==> config.mk <==
export PLATFORM = sky130hd
export DESIGN_NAME = ir_remote_pulse_width_receiver
export DESIGN_NICKNAME = d
export VERILOG_FILES = /design/src/include/ir_rx_pkg.sv /design/src/core/ir_noise_filter.sv /design/src/core/ir_remote_pulse_width_receiver.sv
export SDC_FILE = /design/constraint.sdc
export NUM_CORES = 1
export LEC_CHECK = 0
export ABC_CLOCK_PERIOD_IN_PS = 5500
export BUFFER_PORTS_ARGS = -buffer_cell sky130_fd_sc_hd__buf_4
export CAP_MARGIN = 0
export CORE_MARGIN = 1
export CORE_UTILIZATION = 30
export DETAILED_ROUTE_END_ITERATION = 12
export HOLD_SLACK_MARGIN = 0.02
export PLACE_DENSITY = 0.44
export REMOVE_ABC_BUFFERS = 1
export SKIP_CTS_REPAIR_TIMING = 1
export SYNTH_ARGS = -nofsm -noshare
export SYNTH_HDL_FRONTEND = slang
export SYNTH_SLANG_ARGS = --single-unit
export TNS_END_PERCENT = 1
==> constraint.sdc <==
create_clock -name ref_clk -period 5.5 [get_ports ref_clk]
set_input_delay 0.55 -clock ref_clk [delete_from_list [all_inputs] [get_ports ref_clk]]
set_output_delay 0.55 -clock ref_clk [all_outputs]
set_load 0.01 [all_outputs]
==> src/include/ir_rx_pkg.sv <==
package ir_rx_pkg;

	// ----------------------------------------
	// Register map (byte addresses in the SFR space)
	// ----------------------------------------
	localparam logic [15:0] ADDR_RC_CONTROL     = 16'hff60;
	localparam logic [15:0] ADDR_RC_SHIFT       = 16'hff61;
	localparam logic [15:0] ADDR_RC_BYTE_DATA   = 16'hff62;
	localparam logic [15:0] ADDR_RC_BIT_COUNT   = 16'hff63;
	localparam logic [15:0] ADDR_GUIDE_HIGH_MIN = 16'hff64;
	localparam logic [15:0] ADDR_GUIDE_HIGH_MAX = 16'hff65;
	localparam logic [15:0] ADDR_DATA_LOW_MIN   = 16'hff66;
	localparam logic [15:0] ADDR_DATA_LOW_MAX   = 16'hff67;
	localparam logic [15:0] ADDR_ZERO_HIGH_MIN  = 16'hff68;
	localparam logic [15:0] ADDR_ZERO_HIGH_MAX  = 16'hff69;
	localparam logic [15:0] ADDR_ONE_HIGH_MIN   = 16'hff6a;
	localparam logic [15:0] ADDR_ONE_HIGH_MAX   = 16'hff6b;
	localparam logic [15:0] ADDR_END_WIDTH      = 16'hff6c;

	// ----------------------------------------
	// Control register fields and reset values
	// ----------------------------------------
	localparam int          BIT_RECEIVE_ENABLE  = 7;
	localparam int          BIT_NOISE_WIDTH_SEL = 6;
	localparam int          BIT_CLOCK_HALVE     = 5;
	localparam int          BIT_INPUT_INVERT    = 4;
	localparam logic [7:0]  CONTROL_WMASK       = 8'hf3;
	localparam logic [7:0]  REG_RESET           = 8'h00;
	localparam logic [2:0]  COUNT_ZERO          = 3'h0;
	localparam logic [2:0]  COUNT_FULL          = 3'h7;
	localparam logic [7:0]  WIDTH_MAX           = 8'hff;

	// Main clock prescaler: tick every 64/128/256 ref_clk cycles
	localparam logic [1:0]  SRC_DIV64           = 2'h0;
	localparam logic [1:0]  SRC_DIV128          = 2'h1;
	localparam logic [1:0]  SRC_DIV256          = 2'h2;
	localparam logic [1:0]  SRC_SUB             = 2'h3;
	localparam int          IDX_DIV64           = 5;
	localparam int          IDX_DIV128          = 6;
	localparam int          IDX_DIV256          = 7;

	typedef enum logic [1:0] {
		ST_GUIDE    = 2'b00,
		ST_DATA_LOW = 2'b01,
		ST_DATA_HI  = 2'b11,
		ST_END_WAIT = 2'b10
	} rx_state_t;

endpackage

==> src/core/ir_noise_filter.sv <==
`timescale 1ns/10ps
`default_nettype none
module ir_noise_filter
	import ir_rx_pkg::*;
(
	input  wire logic ref_clk,
	input  wire logic rst,
	input  wire logic tick,
	input  wire logic wide,
	input  wire logic din,
	output logic      dout
);
	// ----------------------------------------
	// Level must match on 2 or 3 consecutive ticks to pass
	// ----------------------------------------
	logic [1:0] hist_ff;

	always_ff @(posedge ref_clk) begin
		if (rst) begin
			hist_ff <= 2'b00;
		end else if (tick) begin
			hist_ff <= {hist_ff[0], din};
		end
	end

	always_ff @(posedge ref_clk) begin
		if (rst) begin
			dout <= 1'b0;
		end else if (tick) begin
			if (!wide && hist_ff[0] == din) begin
				dout <= din;
			end else if (wide && hist_ff[1] == din && hist_ff[0] == din) begin
				dout <= din;
			end
		end
	end
endmodule
`default_nettype wire

==> src/core/ir_remote_pulse_width_receiver.sv <==
// Operation
// New bit enters bit 7, shifts down
// Shift register clears on disable/error/full/end-read
// Software reads shift only after reception
// Full shift copies to data, byte event
// Data register newest bit 7, read-only
// Software reads data before next byte
// Bit count modulo 8, leftover at end
// Bit count clears on disable/error/end-read
// Software reads count before shift register
// Guide high accepted within min/max window
// Data low accepted within min/max window
// High within zero window shifts 0
// High within one window shifts 1
// End width sets trailing low length
// Compare and end registers 8-bit, reset 0
// Software disables before changing compares
// Control register layout at ff60, reset 0
// Control enables, filters, halves, inverts, selects
// Noise filter rejects 1 or 2 periods
// Halve bit divides internal clock by two
// Source select 64/128/256 or subsystem clock
// Invert bit inverts input before measurement
// Width counter restarts at each edge
`timescale 1ns/10ps
`default_nettype none
module ir_remote_pulse_width_receiver
	import ir_rx_pkg::*;
(
	input  wire logic        ref_clk,
	input  wire logic        rst,
	input  wire logic        sub_clk,
	input  wire logic        ir_input,
	input  wire logic [15:0] addr,
	input  wire logic        wr_en,
	input  wire logic        rd_en,
	input  wire logic [7:0]  wr_data,
	output logic      [7:0]  rd_data,
	output logic             byte_full_event,
	output logic             end_event,
	output logic             error_event,
	output logic             guide_found_event
);
	// ----------------------------------------
	// Registers
	// ----------------------------------------
	logic [7:0]  rc_control_ff;
	logic [7:0]  rc_shift_ff;
	logic [7:0]  rc_byte_data_ff;
	logic [2:0]  rc_bit_count_ff;
	logic [7:0]  guide_high_min_ff;
	logic [7:0]  guide_high_max_ff;
	logic [7:0]  data_low_min_ff;
	logic [7:0]  data_low_max_ff;
	logic [7:0]  zero_high_min_ff;
	logic [7:0]  zero_high_max_ff;
	logic [7:0]  one_high_min_ff;
	logic [7:0]  one_high_max_ff;
	logic [7:0]  end_width_ff;

	logic        receive_enable;
	logic [1:0]  src_sel;
	assign receive_enable = rc_control_ff[BIT_RECEIVE_ENABLE];
	assign src_sel        = rc_control_ff[1:0];

	// ----------------------------------------
	// Pin synchronisers
	// ----------------------------------------
	logic [1:0] ir_sync_ff;
	logic [1:0] sub_sync_ff;
	logic       sub_prev_ff;

	always_ff @(posedge ref_clk) begin
		if (rst) begin
			ir_sync_ff  <= 2'b00;
			sub_sync_ff <= 2'b00;
			sub_prev_ff <= 1'b0;
		end else begin
			ir_sync_ff  <= {ir_sync_ff[0], ir_input};
			sub_sync_ff <= {sub_sync_ff[0], sub_clk};
			sub_prev_ff <= sub_sync_ff[1];
		end
	end

	// ----------------------------------------
	// Source clock and internal clock ticks
	// ----------------------------------------
	logic [7:0] pre_ff;
	logic       src_tick;
	logic       half_ff;
	logic       int_tick;

	always_ff @(posedge ref_clk) begin
		if (rst) begin
			pre_ff <= REG_RESET;
		end else begin
			pre_ff <= pre_ff + 8'h01;
		end
	end

	always_comb begin
		// Tick on the carry-out of the selected prescaler stage, or on a synchronised sub_clk rising edge
		if (src_sel == SRC_DIV64) begin
			src_tick = pre_ff[IDX_DIV64:0] == '1;
		end else if (src_sel == SRC_DIV128) begin
			src_tick = pre_ff[IDX_DIV128:0] == '1;
		end else if (src_sel == SRC_DIV256) begin
			src_tick = pre_ff[IDX_DIV256:0] == '1;
		end else begin
			src_tick = sub_sync_ff[1] && !sub_prev_ff;
		end
	end

	always_ff @(posedge ref_clk) begin
		if (rst || !receive_enable) begin
			half_ff <= 1'b0;
		end else if (src_tick) begin
			half_ff <= ~half_ff;
		end
	end

	assign int_tick = src_tick && (!rc_control_ff[BIT_CLOCK_HALVE] || half_ff);

	// ----------------------------------------
	// Inversion, noise filter, edge detect
	// ----------------------------------------
	logic rx_level;
	logic filt;
	logic filt_prev_ff;
	logic rise;
	logic fall;

	assign rx_level = ir_sync_ff[1] ^ rc_control_ff[BIT_INPUT_INVERT];

	ir_noise_filter u_filter (
		.ref_clk (ref_clk),
		.rst     (rst),
		.tick    (int_tick),
		.wide    (rc_control_ff[BIT_NOISE_WIDTH_SEL]),
		.din     (rx_level),
		.dout    (filt)
	);

	always_ff @(posedge ref_clk) begin
		if (rst) begin
			filt_prev_ff <= 1'b0;
		end else begin
			filt_prev_ff <= filt;
		end
	end

	assign rise = receive_enable && filt && !filt_prev_ff;
	assign fall = receive_enable && !filt && filt_prev_ff;

	// ----------------------------------------
	// Width counter
	// ----------------------------------------
	logic [7:0] width_ff;

	always_ff @(posedge ref_clk) begin
		if (rst || !receive_enable || rise || fall) begin
			width_ff <= REG_RESET;
		end else if (int_tick && width_ff != WIDTH_MAX) begin
			width_ff <= width_ff + 8'h01;
		end
	end

	// ----------------------------------------
	// Reception state machine
	// ----------------------------------------
	rx_state_t  state_ff;
	rx_state_t  nxt_state;
	logic       shift_en;
	logic       shift_bit;
	logic       err;
	logic       guide_ok;
	logic       end_hit;
	logic       ended_ff;
	logic       low_over;
	logic       shift_read;
	logic [8:0] end_limit;

	// Nine bits so the sum cannot wrap; a limit beyond the counter's saturation
	// never ends the frame, and the next edge then ends it with an error
	assign end_limit  = {1'b0, data_low_max_ff} + {1'b0, end_width_ff} + 9'h001;
	assign guide_ok   = width_ff >= guide_high_min_ff && width_ff < guide_high_max_ff;
	assign low_over   = width_ff >= data_low_max_ff;
	assign shift_read = rd_en && addr == ADDR_RC_SHIFT && ended_ff;

	always_comb begin
		nxt_state = state_ff;
		shift_en  = 1'b0;
		shift_bit = 1'b0;
		err       = 1'b0;
		end_hit   = 1'b0;
		case (state_ff)
			ST_GUIDE: begin
				if (fall && guide_ok) begin
					nxt_state = ST_DATA_LOW;
				end
			end
			ST_DATA_LOW: begin
				if (rise) begin
					if (width_ff >= data_low_min_ff && width_ff < data_low_max_ff) begin
						nxt_state = ST_DATA_HI;
					end else begin
						err       = 1'b1;
						nxt_state = ST_GUIDE;
					end
				end else if (low_over) begin
					nxt_state = ST_END_WAIT;
				end
			end
			ST_DATA_HI: begin
				if (fall && width_ff >= zero_high_min_ff && width_ff < zero_high_max_ff) begin
					shift_en  = 1'b1;
					nxt_state = ST_DATA_LOW;
				end else if (fall && width_ff >= one_high_min_ff && width_ff < one_high_max_ff) begin
					shift_en  = 1'b1;
					shift_bit = 1'b1;
					nxt_state = ST_DATA_LOW;
				end else if (fall || width_ff >= one_high_max_ff) begin
					err       = 1'b1;
					nxt_state = ST_GUIDE;
				end
			end
			default: begin
				// Trailing low measured past the data-low maximum
				if (rise && {1'b0, width_ff} < end_limit) begin
					err       = 1'b1;
					nxt_state = ST_GUIDE;
				end else if (!filt && {1'b0, width_ff} >= end_limit) begin
					end_hit   = 1'b1;
					nxt_state = ST_GUIDE;
				end
			end
		endcase
		if (ended_ff) begin
			nxt_state = ST_GUIDE;
			shift_en  = 1'b0;
			err       = 1'b0;
			end_hit   = 1'b0;
		end
	end

	always_ff @(posedge ref_clk) begin
		if (rst || !receive_enable) begin
			state_ff <= ST_GUIDE;
		end else begin
			state_ff <= nxt_state;
		end
	end

	// Reception halts after the end event until the shift register is read
	always_ff @(posedge ref_clk) begin
		if (rst || !receive_enable) begin
			ended_ff <= 1'b0;
		end else if (end_hit) begin
			ended_ff <= 1'b1;
		end else if (shift_read) begin
			ended_ff <= 1'b0;
		end
	end

	// ----------------------------------------
	// Shift, count and data registers
	// ----------------------------------------
	always_ff @(posedge ref_clk) begin
		if (rst || !receive_enable || err || shift_read) begin
			rc_shift_ff     <= REG_RESET;
			rc_bit_count_ff <= COUNT_ZERO;
		end else if (shift_en && rc_bit_count_ff == COUNT_FULL) begin
			rc_shift_ff     <= REG_RESET;
			rc_bit_count_ff <= COUNT_ZERO;
		end else if (shift_en) begin
			rc_shift_ff     <= {shift_bit, rc_shift_ff[7:1]};
			rc_bit_count_ff <= rc_bit_count_ff + 3'h1;
		end
	end

	always_ff @(posedge ref_clk) begin
		if (rst || !receive_enable) begin
			rc_byte_data_ff <= REG_RESET;
		end else if (shift_en && rc_bit_count_ff == COUNT_FULL) begin
			rc_byte_data_ff <= {shift_bit, rc_shift_ff[7:1]};
		end
	end

	always_ff @(posedge ref_clk) begin
		if (rst) begin
			byte_full_event   <= 1'b0;
			end_event         <= 1'b0;
			error_event       <= 1'b0;
			guide_found_event <= 1'b0;
		end else begin
			byte_full_event   <= shift_en && rc_bit_count_ff == COUNT_FULL;
			end_event         <= end_hit;
			error_event       <= err;
			guide_found_event <= state_ff == ST_GUIDE && nxt_state == ST_DATA_LOW;
		end
	end

	// ----------------------------------------
	// Register writes
	// ----------------------------------------
	always_ff @(posedge ref_clk) begin
		if (rst) begin
			rc_control_ff     <= REG_RESET;
			guide_high_min_ff <= REG_RESET;
			guide_high_max_ff <= REG_RESET;
			data_low_min_ff   <= REG_RESET;
			data_low_max_ff   <= REG_RESET;
			zero_high_min_ff  <= REG_RESET;
			zero_high_max_ff  <= REG_RESET;
			one_high_min_ff   <= REG_RESET;
			one_high_max_ff   <= REG_RESET;
			end_width_ff      <= REG_RESET;
		end else if (wr_en) begin
			if (addr == ADDR_RC_CONTROL) begin
				rc_control_ff <= wr_data & CONTROL_WMASK;
			end else if (addr == ADDR_GUIDE_HIGH_MIN) begin
				guide_high_min_ff <= wr_data;
			end else if (addr == ADDR_GUIDE_HIGH_MAX) begin
				guide_high_max_ff <= wr_data;
			end else if (addr == ADDR_DATA_LOW_MIN) begin
				data_low_min_ff <= wr_data;
			end else if (addr == ADDR_DATA_LOW_MAX) begin
				data_low_max_ff <= wr_data;
			end else if (addr == ADDR_ZERO_HIGH_MIN) begin
				zero_high_min_ff <= wr_data;
			end else if (addr == ADDR_ZERO_HIGH_MAX) begin
				zero_high_max_ff <= wr_data;
			end else if (addr == ADDR_ONE_HIGH_MIN) begin
				one_high_min_ff <= wr_data;
			end else if (addr == ADDR_ONE_HIGH_MAX) begin
				one_high_max_ff <= wr_data;
			end else if (addr == ADDR_END_WIDTH) begin
				end_width_ff <= wr_data;
			end
		end
	end

	// ----------------------------------------
	// Register reads, one cycle after rd_en
	// ----------------------------------------
	always_ff @(posedge ref_clk) begin
		if (rst) begin
			rd_data <= REG_RESET;
		end else if (rd_en) begin
			if (addr == ADDR_RC_CONTROL) begin
				rd_data <= rc_control_ff;
			end else if (addr == ADDR_RC_SHIFT) begin
				rd_data <= rc_shift_ff;
			end else if (addr == ADDR_RC_BYTE_DATA) begin
				rd_data <= rc_byte_data_ff;
			end else if (addr == ADDR_RC_BIT_COUNT) begin
				rd_data <= {5'h00, rc_bit_count_ff};
			end else if (addr == ADDR_GUIDE_HIGH_MIN) begin
				rd_data <= guide_high_min_ff;
			end else if (addr == ADDR_GUIDE_HIGH_MAX) begin
				rd_data <= guide_high_max_ff;
			end else if (addr == ADDR_DATA_LOW_MIN) begin
				rd_data <= data_low_min_ff;
			end else if (addr == ADDR_DATA_LOW_MAX) begin
				rd_data <= data_low_max_ff;
			end else if (addr == ADDR_ZERO_HIGH_MIN) begin
				rd_data <= zero_high_min_ff;
			end else if (addr == ADDR_ZERO_HIGH_MAX) begin
				rd_data <= zero_high_max_ff;
			end else if (addr == ADDR_ONE_HIGH_MIN) begin
				rd_data <= one_high_min_ff;
			end else if (addr == ADDR_ONE_HIGH_MAX) begin
				rd_data <= one_high_max_ff;
			end else if (addr == ADDR_END_WIDTH) begin
				rd_data <= end_width_ff;
			end else begin
				rd_data <= REG_RESET;
			end
		end
	end

	// ----------------------------------------
	// Checks
	// ----------------------------------------
	a_shift_insert: assert property (@(posedge ref_clk) disable iff (rst)
		shift_en && rc_bit_count_ff != COUNT_FULL && !err && !shift_read && receive_enable
		|=> rc_shift_ff[7] == $past(shift_bit) && rc_shift_ff[6:0] == $past(rc_shift_ff[7:1]))
		else $error("shift insert wrong");
	a_disable_clear: assert property (@(posedge ref_clk) disable iff (rst)
		!receive_enable |=> rc_shift_ff == REG_RESET && rc_bit_count_ff == COUNT_ZERO)
		else $error("disable did not clear");
	a_byte_transfer: assert property (@(posedge ref_clk) disable iff (rst)
		receive_enable && shift_en && rc_bit_count_ff == COUNT_FULL
		|=> byte_full_event && rc_byte_data_ff == {$past(shift_bit), $past(rc_shift_ff[7:1])})
		else $error("byte transfer wrong");
	a_count_step: assert property (@(posedge ref_clk) disable iff (rst)
		receive_enable && shift_en && !err && !shift_read
		|=> rc_bit_count_ff == $past(rc_bit_count_ff) + 3'h1)
		else $error("bit count wrong");
	a_error_clear: assert property (@(posedge ref_clk) disable iff (rst)
		err |=> rc_bit_count_ff == COUNT_ZERO && rc_shift_ff == REG_RESET ##1 !error_event)
		else $error("error did not clear");
	a_guide_window: assert property (@(posedge ref_clk) disable iff (rst)
		guide_found_event |-> $past(width_ff) >= $past(guide_high_min_ff)
		&& $past(width_ff) < $past(guide_high_max_ff))
		else $error("guide outside window");
	a_width_restart: assert property (@(posedge ref_clk) disable iff (rst)
		rise || fall |=> width_ff == REG_RESET)
		else $error("width not restarted");
	a_ctrl_reserved: assert property (@(posedge ref_clk) disable iff (rst)
		rc_control_ff[3:2] == 2'b00)
		else $error("reserved control bits set");
endmodule
`default_nettype wire

# == Yosys cells after proc, flatten, opt, wreduce, memory -nomap -nowiden ==
# Cells that the tools add are included.
# op_classes
muxes,49
n_eq_ne,25
reduce_logical,53
order_cmp,12
bitwise_logic,11
addsub,5
# op_table
operator,count
== test 16 bit (second input constant),13
2-to-1 mux 8 bit,13
>= comparator 8 bit,6
< comparator 8 bit,4
2-to-1 mux 1 bit,24
logical AND 1 bit,23
2-to-1 mux 2 bit,10
adder 8 x 1 -> 8 bit (second input constant),2
AND reduction 11 bit,1
inverter 1 bit,10
AND reduction 10 bit,1
adder 8 x 8 -> 9 bit,1
adder 9 x 1 -> 9 bit (second input constant),1
>= comparator 8 x 9 -> 1 bit,1
< comparator 8 x 9 -> 1 bit,1
AND reduction 9 bit,1
== test 8 bit (second input constant),1
inequality test 8 bit (second input constant),1
AND reduction 8 bit,1
== test 7 bit (second input constant),1
logical OR 1 bit,7
AND reduction 7 bit,1
== test 2 x 1 -> 1 bit (second input constant),3
== test 6 bit (second input constant),1
17 further kinds,27
# totals
in_bits,30
reg_bits,138
output_inout_bits,12
wordCells,184

# == Longest topological paths before layout ==
# Gate-level depths: netlist of the first run.
# logic_depth
depth_word,14
mapped_depth,18
mapped_depth_nobuf,17

# == Hierarchy ==
# A second synthesis of the first run with hierarchy kept.
# hier_totals
cells_unflattened,983
hier_area_um2,8433.1
# modules_own_cells
mod,seq_area_each_um2,n_inst,area_each_um2,cells_per_inst
ir_remote_pulse_width_receiver,2702.6,1,8299.2,969
ir_noise_filter,60.1,1,133.9,14

# == Least setup slack after synthesis of the first run ==
# Ideal clock, no wire load.
# synth_timing
path_kind,flip-flop to flip-flop
from,register data_low_max_ff[0]
to,register rc_bit_count_ff[1]
t_required_ps,5375
setup_time_ps,125
path_slack_ps,2466
path_buffers,1
t_arrival_ps,2909
path_stages_with_launch,19
path_cell_list,dfxtp_1 > inv_1 > ha_1 > inv_1 > fa_1 > a21oi_1 > o21ai_0 > o21ai_0 > nand2b_1 > xnor2_1 > ha_1 > a21o_1 > a21oi_1 > nand2b_1 > o22a_1 > o31a_1 > o21ai_1 > buf_2 > nor3b_1
# synth_via
elab_chain_len,10
elab_cells_between_ends,14
# synth_lines
item,line,text
"start, declared",ir_remote_pulse_width_receiver.sv:54,logic [7:0] data_low_max_ff;
"start signal, assigned",ir_remote_pulse_width_receiver.sv:328,data_low_max_ff <= wr_data;
adder 8 x 8 -> 9 bit,ir_remote_pulse_width_receiver.sv:185,"assign end_limit = {1'b0, data_low_max_ff} + {1'b0, end_width_ff} + 9'h001;"
adder 9 x 1 -> 9 bit,ir_remote_pulse_width_receiver.sv:185,
< comparator 8 x 9 -> 1 bit,ir_remote_pulse_width_receiver.sv:229,"if (rise && {1'b0, width_ff} < end_limit) begin"
logical AND 1 bit,ir_remote_pulse_width_receiver.sv:229,
2-to-1 mux 1 bit,ir_remote_pulse_width_receiver.sv:229,
one-hot mux 1 bit (3 select lines) *,ir_remote_pulse_width_receiver.sv:196,case (state_ff)
2-to-1 mux 1 bit *,ir_remote_pulse_width_receiver.sv:238,if (ended_ff) begin
logical OR 1 bit * (2 in a row),ir_remote_pulse_width_receiver.sv:269,if (rst || !receive_enable || err || shift_read) begin
OR reduction 2 bit (no source line) *,-,
"end signal, assigned",ir_remote_pulse_width_receiver.sv:277,rc_bit_count_ff <= rc_bit_count_ff + 3'h1;
"end, declared",ir_remote_pulse_width_receiver.sv:50,logic [2:0] rc_bit_count_ff;
# Every way passes the cells marked *; elsewhere a longest branch is shown, timed or not.
# A chain may end at the register's enable or synchronous reset.

# == Worst setup path after layout of the first run ==
# layout_timing
from,register data_low_max_ff[0]
to,register rc_shift_ff[7]
# layout_via
elab_chain_len,10
elab_cells_between_ends,14
# layout_lines
item,line,text
adder 8 x 8 -> 9 bit,ir_remote_pulse_width_receiver.sv:185,
adder 9 x 1 -> 9 bit,ir_remote_pulse_width_receiver.sv:185,
< comparator 8 x 9 -> 1 bit,ir_remote_pulse_width_receiver.sv:229,
logical AND 1 bit,ir_remote_pulse_width_receiver.sv:229,
2-to-1 mux 1 bit,ir_remote_pulse_width_receiver.sv:229,
one-hot mux 1 bit (3 select lines) *,ir_remote_pulse_width_receiver.sv:196,
2-to-1 mux 1 bit *,ir_remote_pulse_width_receiver.sv:238,
logical OR 1 bit * (2 in a row),ir_remote_pulse_width_receiver.sv:269,
OR reduction 2 bit (no source line) *,-,
"end signal, assigned",ir_remote_pulse_width_receiver.sv:276,"rc_shift_ff <= {shift_bit, rc_shift_ff[7:1]};"
"end, declared",ir_remote_pulse_width_receiver.sv:48,logic [7:0] rc_shift_ff;
# Marked as above.

==> reports/metrics.yaml, run 1 <==
status: "complete, no violations"
avgSynthCellArea_sq_um: 7.915
yosysTopAreaCellShare_pct: 32.62
worstSetupStartpointType: "flip-flop"
crit_buf_inv: 3
wl_um: 29750
cts_tree: "built"
cts.sinks: 138
fp.dieH_um: 170.0
ant_nets: 0
num_vias: 7662
drc: 0
fin_skew_ps: 12.37
final_cell_count_no_fill: 1476
fin_ws_ps: 2102
routed_via_density: 5.191
cpLargestDelayFamily: "compound AO/OA/AOI/OAI gates"
hold_ws_ps: 326.3
slew_headroom_pct: 25.18
multi_input_area_sq_um: 5192
clock.fmax_mhz: 294.3
synth.area.top_cells: "dfxtp_1 (33%), ha_1 (12%), nand2_1 (9.3%)"
drtIter0Drc: 527
yosysSeqAreaShare_pct: 32.62
clk_pin_slew_worst_paths_ps: 70
cap_violations: 0
hpwlAfterDp_um: 21460
port_buffers: 41
slew_violations: 0
placedCellCount: 1445
antenna_cells: 0
min_path_type: "input port to flip-flop"
synthDistinctLibCells: 79
power_density_nw_per_um2: 237.1
dr.pass1.iters: 5
ys_ff_latch: 138
grt_max_degree: 60
grt_pass1_vias: 7161
core_area_sq_um: 27780
worstPathCellList: "inv_1 -> ha_1 -> inv_1 -> fa_1 -> a21oi_1 -> o21ai_0 -> o21ai_0 -> nand2b_1 -> xnor2_1 -> ha_1 -> a21o_1 -> a21oi_1 -> nand2b_1 -> o22a_1 -> o31a_1 -> o21ai_1 -> buf_4 -> and3b_1"
antenna_found_initial: 0
ir_worst_vdd_mv: 0.2093
pin_count: 42
critPathArrivalTime_ps: 3720
syn_area_sq_um: 8469
nFillCells: 2987
cts_buffers: 17
fin_crit_ps: 3398
pre_cts_slack_ps: 2089
path_max_fanout: 11
finalHoldViolations: 0
final_core_util_pct: 34.84
rsz0062_at_grt: "no"
synthArstFlopShare_pct: 0
grt-ovfl-total: 0
p_leak_nw: 3.519
nNetsFinal: 1199
worst-slew-pin-transition_ps: 1120
worst-endpoint-required_ps: 5820
synth_area_leader_cell: "dfxtp_1"
layout_worst_path_cycle_share_pct: 61.78
fin_tns_setup_ps: 0
start_util_pct: 30.49
setup_viol: 0
synthCells: 1070
ys_warn_count: 0
synth_flop_cell: "dfxtp_1"
fp.dieArea_sq_um: 28910
cts_htree_levels: 4
drive_above_1_share_pct: 10.84
worstSetupEndpointType: "flip-flop"
cp_slowest_cell: "fa_1"
critPathMaxStageDelay_ps: 400
cts-root-buf: "clkbuf_16"
track_usage_pct: 20.91
row_count: 61
gp_congestion: 0.8775
clk_latency_ps: 430
die_w_um: 170.0
grt_first_pass_wirelength_um: 44480
wire_per_inst_um: 20.15
syn_to_final_growth_pct: 14.27
regArea_sq_um: 2763
path_class: "flip-flop to flip-flop"
synth_edf_count: 0
clockBufferDepth: 2
## layout make-up
| type | instances | area share (%) |
|---|---|---|
| inverter | 75 | 2.909 |
| timing repair buffer | 51 | 3.956 |
| sequential | 138 | 28.55 |
| tap | 378 | 4.887 |
| clock buffer | 17 | 4.396 |
| multi-input combinational | 803 | 53.65 |
| clock inverter | 14 | 1.655 |
## layout by cell type, fill, tap and decap left out, types with 6 or more instances in the layout
cell type	n
a211oi_1	8
a21o_1	9
a21oi_1	127
a221oi_1	8
a22oi_1	6
a31oi_1	6
and3_1	14
buf_4	51
clkbuf_16	17
dfxtp_1	138
ha_1	82
inv_1	75
inv_6	6
mux2i_1	21
nand2_1	210
nand2b_1	14
nand3_1	25
nand4_1	10
nor2_1	58
nor2b_1	17
nor3_1	11
nor3b_2	7
o211ai_1	6
o21ai_0	39
o21ai_1	6
o221ai_1	7
xnor2_1	8
xor2_1	11
## kinds of logic after synthesis
| group | share of synthesized area [%] |
|---|---|
| multiplexers | 3.944 |
| adder cells (fa/ha/maj) | 12.35 |
| flip-flops | 32.62 |
| AO/OA/AOI/OAI | 19.49 |
| buffers and inverters | 6.146 |
| AND/OR/NAND/NOR | 23.49 |
| XOR/XNOR | 1.965 |
## per-layer routing
metal	track usage [%]	part of all wire (%)	vias up
met1	28.87	48	3682
li1	-	-	3768
met5	0	0	-
met2	32.64	45	174
met3	3.558	4.1	38
met4	7.207	2.7	0
## worst paths after layout
path,cells after the start,startpoint,end,slack [ps]
hold / removal,2,sub_clk,sub_sync_ff[0],330
hold reg to reg,1,ir_sync_ff[0],ir_sync_ff[1],440
setup reg to reg,18,data_low_max_ff[0],rc_shift_ff[7],2100
setup / recovery,18,data_low_max_ff[0],rc_shift_ff[7],2100
## per-stage QoR
step                      area [sq um]  power, W
after CTS                         9678  0.002326
after detailed placement          9092  0.001137
after global routing              9678  0.002372
after floorplan                   8230  0.001056
after global placement            9092  0.001138
final                             9678  0.002294
## synthesized netlist by cell type (3+ instances only)
| cell | number |
|---|---|
| nor4_1 | 5 |
| nor2_1 | 58 |
| a22oi_1 | 6 |
| mux4_2 | 5 |
| o21ai_1 | 6 |
| a211o_1 | 3 |
| a21o_1 | 9 |
| nand2b_1 | 14 |
| a21oi_1 | 127 |
| and2_1 | 5 |
| nand3_1 | 25 |
| buf_2 | 11 |
| o211ai_1 | 6 |
| buf_6 | 3 |
| nor2b_1 | 17 |
| nor3b_2 | 7 |
| a32oi_1 | 3 |
| mux2i_1 | 21 |
| o21a_1 | 5 |
| xor2_1 | 11 |
| nor2_2 | 5 |
| nor3_1 | 11 |
| o21ai_0 | 39 |
| nand4_1 | 10 |
| dfxtp_1 | 138 |
| nand2_1 | 210 |
| o22ai_1 | 5 |
| a31oi_1 | 6 |
| xnor2_1 | 8 |
| a221oi_1 | 8 |
| and3_1 | 14 |
| inv_1 | 75 |
| buf_1 | 5 |
| clkbuf_1 | 35 |
| a211oi_1 | 8 |
| ha_1 | 82 |
| o221ai_1 | 7 |
## power by group
group / total, W / switching [W] / internal [W] / leakage [nW]
clock network: 0.00118 / 0.000507 / 0.000676 / 0.274
logic: 0.000105 / 0.0000743 / 0.0000305 / 2.13
registers: 0.00101 / 0.00000345 / 0.00100 / 1.11
total: 0.00229 / 0.000584 / 0.00171 / 3.52
(Power assumes the default switching activity.)
==> run 2: changes to the inputs <==
ABC_CLOCK_PERIOD_IN_PS = 3400   (was 5500)
clock period = 3.4 ns   (was 5.5 ns; I/O delays follow)
==> run 2 against run 1 <==
Against the previous run:
- sequential power is 61% higher
- critical path depth stayed put
- final cell count is 1.6% higher
- power is 64% higher
- via count is 2.2% higher
- wire length is 3.8% higher
- clock power is 65% higher
- largest cell class unchanged
==> reports/metrics.yaml, run 2 (synthesis results as in run 1) <==
status: "complete, no violations"
core_area_sq_um: 27780
grt_first_pass_wirelength_um: 46840
wire_per_inst_um: 20.59
mostFrequentLayoutCells: "nand2_1 (210), dfxtp_1 (136), a21oi_1 (126)"
fin_skew_ps: 12.66
clk_latency_ps: 440
syn_to_final_growth_pct: 17.06
nNetsFinal: 1223
grt_max_degree: 61
mostFrequentLayoutCell: "nand2_1"
path_max_fanout: 10
grt-ovfl-total: 0
cts.sinks: 138
power_density_nw_per_um2: 379.6
drive_above_1_share_pct: 13.28
fp.dieH_um: 170.0
worstSetupEndpointType: "flip-flop"
routed_via_density: 5.223
fin_ws_ps: 250.4
clock.fmax_mhz: 317.5
top_layer_used: "met4"
fp.dieArea_sq_um: 28910
critPathMostFrequentCell: "o21ai_1"
placedCellCount: 1469
cap_violations: 0
worst-endpoint-required_ps: 3760
finalHoldViolations: 0
clockBufferDepth: 2
pin_count: 42
cts_tree: "built"
slew_violations: 0
hpwlAfterDp_um: 22590
hold_ws_ps: 117.1
ant_nets: 0
met2_length_um: 13830
grt_pass1_vias: 7563
wl_met3_um: 1573
cts_buffers: 17
worst-slew-pin-transition_ps: 805.7
critPathArrivalTime_ps: 3510
row_count: 61
wl_met1_um: 14670
critPathMaxStageDelay_ps: 360
start_util_pct: 30.49
drtIter0Drc: 619
cts_htree_levels: 4
drc: 0
port_buffers: 41
cp_slowest_cell: "fa_2"
worstPathCellList: "inv_1 -> ha_1 -> inv_1 -> fa_2 -> a21oi_2 -> o21ai_1 -> o21ai_1 -> nand2b_1 -> xnor2_1 -> ha_1 -> and3_1 -> o21ai_0 -> a21oi_1 -> o22a_1 -> o31a_1 -> o21ai_1 -> buf_6 -> nor3b_1"
fin_crit_ps: 3150
worstSetupStartpointType: "flip-flop"
wl_um: 30880
final_cell_count_no_fill: 1500
cts-root-buf: "clkbuf_16"
slew_headroom_pct: 46.22
antenna_found_initial: 0
track_usage_pct: 22.06
num_vias: 7834
min_path_type: "input port to flip-flop"
gp_congestion: 0.8665
layout_worst_path_cycle_share_pct: 92.63
setup_viol: 0
die_w_um: 170.0
antenna_cells: 0
p_leak_nw: 3.652
clk_pin_slew_worst_paths_ps: 70
path_class: "flip-flop to flip-flop"
dr.pass1.iters: 5
pre_cts_slack_ps: 51.96
ir_worst_vdd_mv: 0.2961
run 2: cell types whose count changed in the layout (fill, tap and decap cells not counted), moves of 2 or more:
| cell | previous run | this run |
|---|---|---|
| buf_12 | 0 | 3 |
| buf_4 | 51 | 71 |
| dfxtp_1 | 138 | 136 |
| dfxtp_2 | 0 | 2 |
| o21ai_0 | 39 | 36 |
| o21ai_1 | 6 | 8 |
run 2: metrics by stage:
step                      power [W]  cell area [sq um]  setup TNS (ps)  util, %
after global routing       0.003874               9915          -9.651    35.69
final                      0.003764               9915               0    35.69
after floorplan            0.001708               8230          -49.81        -
after global placement     0.001849               9310               0    33.51
after detailed placement   0.001848               9310               0    33.51
after CTS                  0.003808               9896               0    35.62
run 2: area by class of cell:
| class | count | area, sq um |
|---|---|---|
| inverters | 75 | 281.5 |
| repair buffers | 75 | 604.3 |
| fillers | 3027 | 17870 |
| clock buffers | 17 | 425.4 |
| well taps | 378 | 473.0 |
| multi-input cells | 803 | 5205 |
| flip-flops and latches | 138 | 2765 |
| clock inverters | 14 | 160.2 |
run 2: final timing paths:
kind / start / to / slack [ps] / depth (start not counted)
setup / recovery: end_width_ff[0] / rc_bit_count_ff[1] / 250 / 18
hold / removal: ir_input / ir_sync_ff[0] / 120 / 2
setup reg to reg: end_width_ff[0] / rc_bit_count_ff[1] / 250 / 18
hold reg to reg: ir_sync_ff[0] / ir_sync_ff[1] / 440 / 1
run 2: per-layer routing:
| layer | GRT usage (%) | vias up |
|---|---|---|
| li1 | - | 3816 |
| met1 | 30.25 | 3768 |
| met2 | 34.64 | 210 |
| met3 | 3.884 | 40 |
| met4 | 7.521 | 0 |
| met5 | 0 | - |
run 2: report_power, final:
group	leakage (nW)	total [W]	switching [W]	internal [W]
Sequential	1.11	0.00163	0.00000548	0.00162
Combinational	2.26	0.000181	0.000125	0.0000562
Clock	0.274	0.00195	0.000859	0.00109
Total	3.65	0.00376	0.000989	0.00277
run 2: worst max-delay path, delay by kind of cell (launching register included):
family / cells / cell delay, ps
flip-flops: 1 / 320
AO/OA/AOI/OAI: 8 / 1090
adder cells (fa/ha/maj): 3 / 800
AND/OR/NAND/NOR: 3 / 440
XOR/XNOR: 1 / 130
buffers and inverters: 3 / 300
